**src/clock_gen_pkg.sv**
```systemverilog
// Package for the clock generator mode logic.
// Assumes a single 10 MHz system clock and a synchronous active-high reset.
package clock_gen_pkg;

   // Wishbone register word addresses (byte address, 32-bit aligned).
   localparam logic [3:0] ADDR_CTRL1 = 4'h0;
   localparam logic [3:0] ADDR_CTRL2 = 4'h4;
   localparam logic [3:0] ADDR_TRIM = 4'h8;
   localparam logic [3:0] ADDR_STATUS = 4'hC;

   // Control 1 field positions.
   localparam int CTRL1_SRC_LSB = 6;
   localparam int CTRL1_REFERENCE_DIVIDER_LSB = 3;
   localparam int CTRL1_REFSEL_BIT = 2;
   localparam int CTRL1_IROE_BIT = 1;
   localparam int CTRL1_IRSTOP_BIT = 0;

   // Control 2 field positions.
   localparam int CTRL2_BUS_DIVIDER_LSB = 6;
   localparam int CTRL2_LP_BIT = 3;
   localparam int CTRL2_EROE_BIT = 1;
   localparam int CTRL2_ERSTOP_BIT = 0;

   // Status field positions.
   localparam int STAT_MODE_LSB = 2;
   localparam int STAT_FINE_BIT = 0;

   // Reset values, and the power-up value of the trim field.
   localparam logic [1:0] SRC_RESET = 2'h0;
   localparam logic [2:0] REFERENCE_DIVIDER_RESET = 3'h0;
   localparam logic REFSEL_RESET = 1'b1;
   localparam logic [1:0] BUS_DIVIDER_RESET = 2'h1;
   localparam logic [7:0] TRIM_POWERUP = 8'h80;

   // Source select codes.
   localparam logic [1:0] SRC_LOOP = 2'h0;
   localparam logic [1:0] SRC_INTREF = 2'h1;
   localparam logic [1:0] SRC_EXTREF = 2'h2;

   // Loop lock ratio and fixed-frequency margin.
   localparam int LOCK_RATIO = 512;
   localparam logic [2:0] FFV_MARGIN = 3'h2;
   localparam logic [2:0] REFERENCE_DIVIDER_DIV128 = 3'h6;

   // Full cycles of a new clock counted before a source switch.
   localparam logic [2:0] SETTLE_CYCLES = 3'h4;

   // System clock.
   localparam int CLK_HZ = 10000000;

   typedef enum logic [1:0] {
      SW_IDLE,
      SW_WAIT,
      SW_DONE
   } switch_state_t;

endpackage

```
**src/fll_clock_source_mode_control.sv**
```systemverilog
// Clock generator mode logic: source selection, loop control, dividers, stop gating.
// Assumes reference and loop clocks arrive as asynchronous levels sampled on clock,
// and a classic Wishbone master on the same clock.
//
// Our own choices: the register addresses and the Wishbone register port.
`timescale 1ns/1ps

// Overview of operation
// - Reset selects loop-engaged internal: source 00, reference select 1.
// - Running loop targets 512 times the divided reference frequency.
// - Source 00 with reference 0 runs loop from external reference.
// - Source 01, reference 1, power-down 0: output internal ref, loop runs.
// - Source 01, reference 1, power-down 1: output internal ref, loop off.
// - Source 10, reference 0, power-down 0: output external ref, loop runs.
// - Source 10, reference 0, power-down 1: output external ref, loop off.
// - Stop freezes clock outputs except internal or external ref if enabled and stop-kept.
// - External ref output runs in stop only if enabled and stop-kept.
// - After reference select changes, relock after a few divided-reference cycles.
// - Source switch waits few new-clock cycles; unavailable clock keeps old one.
// - Bus divider writes take effect immediately.
// - Internal ref output enable presents internal reference as separate clock.
// - Larger period adjust slows internal reference; affects internally referenced modes.
// - Coarse and fine period adjust survive any reset.
// - Reference select 1 keeps external reference away from the loop.
// - Fixed-frequency clock is the divided loop reference.
// - Fixed-frequency-valid is high in both loop-engaged modes.
// - Bypass modes: valid when reference divider code >= bus divider code + 2.
// - Bus divider divides by 1, 2, 4, 8; code 01 at reset.
// - Reference divider 1..32 for codes 000..101, 128 for 110; 000 at reset.
// - Mode status reports actual source, lagging the select write.
// - In stop the loop is disabled and no main clock is output.
module fll_clock_source_mode_control
   import clock_gen_pkg::*;
#(
   parameter int SETTLE_DIVREF = 4
) (
   // System.
   input wire logic clock,
   input wire logic rst,
   // Wishbone slave.
   input wire logic cyc_i,
   input wire logic stb_i,
   input wire logic we_i,
   input wire logic [3:0] adr_i,
   input wire logic [3:0] sel_i,
   input wire logic [31:0] dat_i,
   output logic [31:0] dat_o,
   output logic ack_o,
   // Clock sources, asynchronous to clock.
   input wire logic intRefClk,
   input wire logic extRefClk,
   input wire logic loopClk,
   input wire logic extRefAvailable,
   // Chip state.
   input wire logic stopMode,
   // Generated clocks and indicators.
   output logic main_clock_out,
   output logic internal_ref_clock_out,
   output logic external_ref_clock_out,
   output logic fixed_freq_clock,
   output logic fixed_freq_valid,
   output logic loopEnable,
   output logic loopRefSelInternal,
   output logic loopRelock,
   output logic [7:0] periodAdjust,
   output logic fine_period_adjust,
   output logic [9:0] lockMultiplier
);
   import clock_gen_pkg::*;

   ////////////////////////////////////////////////////////////////////////////
   // Registers.
   logic [1:0] clockSourceSelect_q;
   logic [2:0] referenceDivider_q;
   logic referenceSelect_q;
   logic intRefOutEnable_q;
   logic intRefStopKeep_q;
   logic [1:0] busDivider_q;
   logic loopPowerDown_q;
   logic extRefOutEnable_q;
   logic extRefStopKeep_q;
   logic [7:0] trim_q = TRIM_POWERUP;
   logic fineTrim_q = 1'b0;
   logic [1:0] activeSource_q;
   logic ackPend_q;

   logic access;
   logic wrCtrl1;
   logic wrCtrl2;
   logic wrTrim;
   logic wrStatus;
   assign access = cyc_i & stb_i & ~ackPend_q;
   assign wrCtrl1 = access & we_i & sel_i[0] & (adr_i == ADDR_CTRL1);
   assign wrCtrl2 = access & we_i & sel_i[0] & (adr_i == ADDR_CTRL2);
   assign wrTrim = access & we_i & sel_i[0] & (adr_i == ADDR_TRIM);
   assign wrStatus = access & we_i & sel_i[0] & (adr_i == ADDR_STATUS);

   // One-cycle ack for every access, mapped or not.
   always_ff @(posedge clock) begin
      if (rst) begin
         ackPend_q <= 1'b0;
      end else begin
         ackPend_q <= access;
      end
   end
   assign ack_o = ackPend_q;

   always_ff @(posedge clock) begin
      if (rst) begin
         clockSourceSelect_q <= SRC_RESET;
         referenceDivider_q <= REFERENCE_DIVIDER_RESET;
         referenceSelect_q <= REFSEL_RESET;
         intRefOutEnable_q <= 1'b0;
         intRefStopKeep_q <= 1'b0;
      end else if (wrCtrl1) begin
         clockSourceSelect_q <= dat_i[CTRL1_SRC_LSB +: 2];
         referenceDivider_q <= dat_i[CTRL1_REFERENCE_DIVIDER_LSB +: 3];
         referenceSelect_q <= dat_i[CTRL1_REFSEL_BIT];
         intRefOutEnable_q <= dat_i[CTRL1_IROE_BIT];
         intRefStopKeep_q <= dat_i[CTRL1_IRSTOP_BIT];
      end
   end

   always_ff @(posedge clock) begin
      if (rst) begin
         busDivider_q <= BUS_DIVIDER_RESET;
         loopPowerDown_q <= 1'b0;
         extRefOutEnable_q <= 1'b0;
         extRefStopKeep_q <= 1'b0;
      end else if (wrCtrl2) begin
         busDivider_q <= dat_i[CTRL2_BUS_DIVIDER_LSB +: 2];
         loopPowerDown_q <= dat_i[CTRL2_LP_BIT];
         extRefOutEnable_q <= dat_i[CTRL2_EROE_BIT];
         extRefStopKeep_q <= dat_i[CTRL2_ERSTOP_BIT];
      end
   end

   // Trim fields ignore reset entirely.
   always_ff @(posedge clock) begin
      if (wrTrim) begin
         trim_q <= dat_i[7:0];
      end
      if (wrStatus) begin
         fineTrim_q <= dat_i[STAT_FINE_BIT];
      end
   end
   assign periodAdjust = trim_q;
   assign fine_period_adjust = fineTrim_q;

   always_ff @(posedge clock) begin
      if (rst) begin
         dat_o <= 32'h0;
      end else if (access && !we_i) begin
         case (adr_i)
            ADDR_CTRL1: dat_o <= {24'h0, clockSourceSelect_q, referenceDivider_q,
               referenceSelect_q, intRefOutEnable_q, intRefStopKeep_q};
            ADDR_CTRL2: dat_o <= {24'h0, busDivider_q, 2'h0, loopPowerDown_q, 1'b0,
               extRefOutEnable_q, extRefStopKeep_q};
            ADDR_TRIM: dat_o <= {24'h0, trim_q};
            ADDR_STATUS: dat_o <= {28'h0, activeSource_q, 1'b0, fineTrim_q};
            default: dat_o <= 32'h0;
         endcase
      end
   end

   ////////////////////////////////////////////////////////////////////////////
   // Input synchronisers.
   logic [2:0] syncA_q;
   logic [2:0] syncB_q;
   logic syncAvA_q;
   logic syncAvB_q;
   always_ff @(posedge clock) begin
      if (rst) begin
         syncA_q <= 3'h0;
         syncB_q <= 3'h0;
         syncAvA_q <= 1'b0;
         syncAvB_q <= 1'b0;
      end else begin
         syncA_q <= {loopClk, extRefClk, intRefClk};
         syncB_q <= syncA_q;
         syncAvA_q <= extRefAvailable;
         syncAvB_q <= syncAvA_q;
      end
   end
   logic intRefS;
   logic extRefS;
   logic loopS;
   assign intRefS = syncB_q[0];
   assign extRefS = syncB_q[1];
   assign loopS = syncB_q[2];

   ////////////////////////////////////////////////////////////////////////////
   // Loop reference and reference divider.
   logic loopRef;
   logic [6:0] refCnt_q;
   logic refPrev_q;
   logic refRise;
   assign loopRef = referenceSelect_q ? intRefS : extRefS;
   assign refRise = loopRef & ~refPrev_q;
   always_ff @(posedge clock) begin
      if (rst) begin
         refPrev_q <= 1'b0;
         refCnt_q <= 7'h0;
      end else begin
         refPrev_q <= loopRef;
         if (refRise) begin
            refCnt_q <= refCnt_q + 7'h1;
         end
      end
   end

   // Divided reference, one tap per code.
   logic divRef;
   always_comb begin
      if (referenceDivider_q == 3'h0) begin
         divRef = loopRef;
      end else if (referenceDivider_q >= REFERENCE_DIVIDER_DIV128) begin
         divRef = refCnt_q[6];
      end else begin
         divRef = refCnt_q[referenceDivider_q - 3'h1];
      end
   end

   logic divRefPrev_q;
   always_ff @(posedge clock) begin
      if (rst) begin
         divRefPrev_q <= 1'b0;
         fixed_freq_clock <= 1'b0;
      end else begin
         divRefPrev_q <= divRef;
         if (!stopMode) begin
            fixed_freq_clock <= divRef;
         end
      end
   end

   ////////////////////////////////////////////////////////////////////////////
   // Loop enable and relock.
   logic loopMode;
   assign loopMode = (clockSourceSelect_q == SRC_LOOP);
   assign loopEnable = ~stopMode & (loopMode | ~loopPowerDown_q);
   assign loopRefSelInternal = referenceSelect_q;
   assign lockMultiplier = 10'(LOCK_RATIO);

   logic refSelPrev_q;
   logic [3:0] relockCnt_q;
   always_ff @(posedge clock) begin
      if (rst) begin
         refSelPrev_q <= REFSEL_RESET;
         relockCnt_q <= 4'h0;
         loopRelock <= 1'b0;
      end else begin
         refSelPrev_q <= referenceSelect_q;
         loopRelock <= 1'b0;
         if (referenceSelect_q != refSelPrev_q) begin
            relockCnt_q <= 4'(SETTLE_DIVREF);
         end else if (relockCnt_q != 4'h0 && divRef && !divRefPrev_q) begin
            relockCnt_q <= relockCnt_q - 4'h1;
            loopRelock <= (relockCnt_q == 4'h1);
         end
      end
   end

   ////////////////////////////////////////////////////////////////////////////
   // Glitch-free source switch.
   logic newClk;
   always_comb begin
      case (clockSourceSelect_q)
         SRC_INTREF: newClk = intRefS;
         SRC_EXTREF: newClk = extRefS;
         default: newClk = loopS;
      endcase
   end
   logic newAvail;
   logic selClk;
   assign newAvail = (clockSourceSelect_q != SRC_EXTREF) | syncAvB_q;

   switch_state_t swState_q;
   logic [2:0] newCnt_q;
   logic newPrev_q;
   always_ff @(posedge clock) begin
      if (rst) begin
         swState_q <= SW_IDLE;
         activeSource_q <= SRC_RESET;
         newCnt_q <= 3'h0;
         newPrev_q <= 1'b0;
      end else begin
         newPrev_q <= newClk;
         case (swState_q)
            SW_IDLE: begin
               if (clockSourceSelect_q != activeSource_q && newAvail) begin
                  swState_q <= SW_WAIT;
                  newCnt_q <= 3'h0;
               end
            end
            SW_WAIT: begin
               if (clockSourceSelect_q == activeSource_q || !newAvail) begin
                  swState_q <= SW_IDLE;
               end else if (newClk && !newPrev_q) begin
                  newCnt_q <= newCnt_q + 3'h1;
                  if (newCnt_q + 3'h1 >= SETTLE_CYCLES) begin
                     swState_q <= SW_DONE;
                  end
               end
            end
            SW_DONE: begin
               // Change over only while both old and new clocks are low.
               if (!selClk && !newClk) begin
                  activeSource_q <= clockSourceSelect_q;
                  swState_q <= SW_IDLE;
               end
            end
            default: swState_q <= SW_IDLE;
         endcase
      end
   end

   always_comb begin
      case (activeSource_q)
         SRC_INTREF: selClk = intRefS;
         SRC_EXTREF: selClk = extRefS;
         default: selClk = loopS;
      endcase
   end

   ////////////////////////////////////////////////////////////////////////////
   // Bus divider, applied at once.
   logic [2:0] busCnt_q;
   logic selPrev_q;
   always_ff @(posedge clock) begin
      if (rst) begin
         busCnt_q <= 3'h0;
         selPrev_q <= 1'b0;
      end else begin
         selPrev_q <= selClk;
         if (selClk && !selPrev_q) begin
            busCnt_q <= busCnt_q + 3'h1;
         end
      end
   end
   logic busClk;
   always_comb begin
      case (busDivider_q)
         2'h0: busClk = selClk;
         2'h1: busClk = busCnt_q[0];
         2'h2: busClk = busCnt_q[1];
         default: busClk = busCnt_q[2];
      endcase
   end

   ////////////////////////////////////////////////////////////////////////////
   // Clock outputs with stop gating.
   always_ff @(posedge clock) begin
      if (rst) begin
         main_clock_out <= 1'b0;
         internal_ref_clock_out <= 1'b0;
         external_ref_clock_out <= 1'b0;
      end else begin
         if (!stopMode) begin
            main_clock_out <= busClk;
         end
         if (intRefOutEnable_q && (!stopMode || intRefStopKeep_q)) begin
            internal_ref_clock_out <= intRefS;
         end else if (!intRefOutEnable_q) begin
            internal_ref_clock_out <= 1'b0;
         end
         if (extRefOutEnable_q && (!stopMode || extRefStopKeep_q)) begin
            external_ref_clock_out <= extRefS;
         end else if (!extRefOutEnable_q) begin
            external_ref_clock_out <= 1'b0;
         end
      end
   end

   ////////////////////////////////////////////////////////////////////////////
   // Fixed-frequency-valid.
   always_ff @(posedge clock) begin
      if (rst) begin
         fixed_freq_valid <= 1'b1;
      end else if (activeSource_q == SRC_LOOP) begin
         fixed_freq_valid <= 1'b1;
      end else begin
         fixed_freq_valid <= (referenceDivider_q >= {1'b0, busDivider_q} + FFV_MARGIN);
      end
   end

endmodule

```
**config.mk**
```make
export PLATFORM = sky130hd
export DESIGN_NAME = fll_clock_source_mode_control
export DESIGN_NICKNAME = d
export VERILOG_FILES = /design/src/clock_gen_pkg.sv /design/src/fll_clock_source_mode_control.sv
export SDC_FILE = /design/constraint.sdc
export NUM_CORES = 1
export LEC_CHECK = 0
export BUFFER_PORTS_ARGS = -buffer_cell sky130_fd_sc_hd__buf_2
export CAP_MARGIN = 10
export CORE_MARGIN = 3
export CORE_UTILIZATION = 40
export CTS_CLUSTER_DIAMETER = 80
export CTS_CLUSTER_SIZE = 16
export DETAILED_ROUTE_END_ITERATION = 8
export HOLD_SLACK_MARGIN = 0.1
export MAX_ROUTING_LAYER = met4
export PLACE_DENSITY = 0.78
export REMOVE_ABC_BUFFERS = 1
export SYNTH_ARGS = -nofsm -noshare
export SYNTH_HDL_FRONTEND = slang
export SYNTH_SLANG_ARGS = --single-unit
```
**constraint.sdc**
```tcl
create_clock -name clock -period 2.24 [get_ports clock]
set_clock_uncertainty 0.15 [all_clocks]
set_input_delay 0.336 -clock clock [delete_from_list [all_inputs] [get_ports clock]]
set_output_delay 0.336 -clock clock [all_outputs]
set_load 0.02 [all_outputs]
```
==> flow_summary.yaml <==
setup_path:
  r2r_slack_ns: 0.14
  cp_slowest_stage_delay_ns: 0.40
  r2r-start: "referenceDivider_q[0]$_SDFFE_PP0P_"
  critPathLaunch: "referenceDivider_q[0]$_SDFFE_PP0P_"
  cp.arrival_ns: 2.19
  cp-endpoint: "relockCnt_q[2]$_SDFFE_PP0P_"
  worstSetupPathType: "reg2reg"
  cp.required_ns: 2.33
  r2r-end: "relockCnt_q[2]$_SDFFE_PP0P_"
  critPathLaunchType: "register"
  reg2regPathDepth: 7
  crit_path_max_fanout: 6
  cp-end-kind: "register"
  crit_chain: "inv_1, ha_1, and3b_1, o41a_1, nand3_2, a31oi_1, o31a_1"
  critical-path-slowest-cell: "o41a_1"
detailed_routing:
  drt_iter0_drc: 109
  post_drt_via_cell_ratio: 4.96
  dr.pass1.iters: 4
  vias: 2710
  avgRoutedWirePerCell_um: 13.0
  routed_wl_um: 7120
  antenna_left: 0
  drc_errors: 0
timing:
  maxSlewViolCount: 0
  hold_viol: 0
  rsz0062_at_grt: "no"
  fmax_mhz: 476
  finalSetupViolations: 0
  period_share_pct: 93.9
  slew_headroom_pct: 58.8
  min_period_ns: 2.10
  worstMarginPinSlew_ns: 0.619
  tns_ns: 0
power_and_ir_drop:
  switchingPower_mw: 0.622
  comb_power_share_pct: 7.5
  ir_drop_mv: 0.429
  power.density_nw_per_um2: 647
  pwr-share-seq_pct: 49.0
  p_leak_nw: 1.77
  total_power_mw: 2.68
  p_int_mw: 2.06
  p_sw_share_pct: 23.2
  power_frac_clock_pct: 43.5
clock_network:
  clock_latency_ns: 0.34
  cts_tree: "built"
  root_buffer: "clkbuf_8"
  cts.htree.levels: 3
  cts.sinks: 71
  ctsLongestPathBuffers: 2
  clkTransAtPathRegs_ns: 0.07
  cts_buffers: 9
placed_design:
  place_hpwl_um: 5160
  gp_congestion: 0.880
  io_buffers: 48
  dpl-instance-area_um2: 3780
floorplan:
  core-area_um2: 8380
  die_y_um: 99.8
  initial_utilization_pct: 42.0
  io_pins: 110
  die_w_um: 99.8
  placementRows: 33
  die-area_um2: 9950
layout:
  seqCellArea_um2: 1510
  final_cell_mix: "dfxtp_1 (62), nor2_1 (50), buf_2 (48)"
  fin_util_pct: 49.4
  multi_input_area_um2: 1750
  drive_above_1_share_pct: 18.6
  syn_to_final_growth_pct: 17.6
  fillers: 788
  final_common_cell: "dfxtp_1"
  finish.instance_area_um2: 4140
  nNetsFinal: 503
  n_antenna_cell: 0
synth:
  yosysSeqAreaShare_pct: 43.0
  ys_warn_count: 0
  synth_area_um2: 3520
  synth.area.top_cells: "dfxtp_1 (35%), edfxtp_1 (7.7%), mux2i_1 (7.4%), buf_4 (7.3%), ha_1 (6.0%)"
  avgSynthCellArea_um2: 9.58
  synth_edf_count: 9
  ys_types: 49
  netlist.area_leader.share_pct: 35.3
  synthArstFlopShare_pct: 0
  netlist_instances: 367
  synth_ff_type: "dfxtp_1"
  yosysTopAreaCell: "dfxtp_1"
  ys_seq_elements: 71
grt:
  grt_pass1_vias: 2538
  gr-usage-all-layers_pct: 14.9
  grt_antenna_before_repair: 0
  grt_pass1_wl_um: 11600
  grt_max_degree: 33
  gr-total-overflow: 0
job:
  maxCapViolCount: 0
hold_path:
  hold_path.class: "in2reg"
run_status:
  outcome: "completed"
==> logic make-up (layout without fill, tap and decap cells) <==
group	after synthesis	count (layout)	share of synthesized area [%]
simple gates	123	123	17.7
flops	71	71	43.0
buf+inv	61	103	10.8
compound gates	51	51	9.53
mux	29	29	9.53
fa+ha+maj	17	17	6.05
xor+xnor	13	13	3.24
other cells	2	34	0.214
==> critical path: cells and delay by family, from the launching register on <==
family	cells	cell delay (ns)
buffers and inverters	1	0.09
adder cells (fa/ha/maj)	1	0.35
flip-flops	1	0.33
AND/OR/NAND/NOR	2	0.34
AO/OA/AOI/OAI	3	0.75
==> worst min-delay path by stage <==
stage                              start                           to  slack, ns  cells past startpoint
finish                          stopMode  main_clock_out$_SDFFE_PP0N_       0.18                      3
global placement    syncAvA_q$_SDFF_PP0_         syncAvB_q$_SDFF_PP0_       0.27                      1
global route                    stopMode  main_clock_out$_SDFFE_PP0N_       0.19                      3
CTS                             stopMode  main_clock_out$_SDFFE_PP0N_       0.16                      3
detailed placement  syncAvA_q$_SDFF_PP0_         syncAvB_q$_SDFF_PP0_       0.27                      1
floorplan                            rst     busCnt_q[1]$_SDFFE_PP0P_       0.26                      1
==> per-stage QoR <==
| step | hold slack [ns] | worst slack (ns) | std cells |
|---|---|---|---|
| 5_1_grt | 0.186 | 0.00898 | 546 |
| 6_report | 0.180 | 0.137 | 546 |
| 3_5_place_dp | 0.270 | 0.0878 | 518 |
| 3_3_place_gp | 0.274 | 0.153 | 518 |
| 2_1_floorplan | 0.255 | 0.119 | 355 |
| 4_1_cts | 0.161 | 0.0524 | 546 |
==> Yosys cell counts, types with 4 or more instances <==
library cell	n
clkbuf_1	6
nand2_1	20
mux2i_1	26
edfxtp_1	9
o21ai_0	11
xnor2_1	8
nor3_1	8
nor2_1	50
nand2b_1	4
dfxtp_1	62
nor2b_1	12
xor2_1	5
nand3_1	6
a21oi_1	15
a22oi_1	8
inv_1	17
buf_4	34
ha_1	17
==> power groups by stage <==
stage | combinational, mW | sequential (mW) | clock [mW]
2_1_floorplan | 0.106 | 1.34 | 0
4_1_cts | 0.199 | 1.31 | 1.19
3_3_place_gp | 0.179 | 1.34 | 0
5_1_grt | 0.218 | 1.31 | 1.24
6_report | 0.200 | 1.31 | 1.17
3_5_place_dp | 0.182 | 1.34 | 0
==> repair_timing <==
| item | CTS | global route |
|---|---|---|
| setup buffers | 0 | 0 |
| hold buffers | 12 | 0 |
| endpoints found under the setup margin | 0 | 4 |
| endpoints found under the hold margin | 15 | 0 |
| resized for setup | 0 | 3 |
==> per-layer routing <==
layer	vias up	routed length [um]	track usage, %
met5	-	0	-
met4	0	138	5.46
met3	12	514	4.59
met2	98	3410	24.7
met1	1259	3050	17.0
li1	1341	-	-
==> layout make-up <==
class / count / share of cell area [%]
inverters: 17 / 1.54
clock inverters: 5 / 1.94
clock buffers: 11 / 3.66
well taps: 105 / 3.18
multi-input cells: 267 / 42.3
repair buffers: 70 / 10.8
flip-flops and latches: 71 / 36.5
==> registers in the layout (all words and copies together), names as in the netlist, 3 cells and up <==
signal              flops
busCnt_q                3
relockCnt_q             4
referenceDivider_q      3
syncB_q                 3
periodAdjust            8
refCnt_q                7
newCnt_q                3
syncA_q                 3
dat_o                   8
Power figures use the tool's default switching activity.
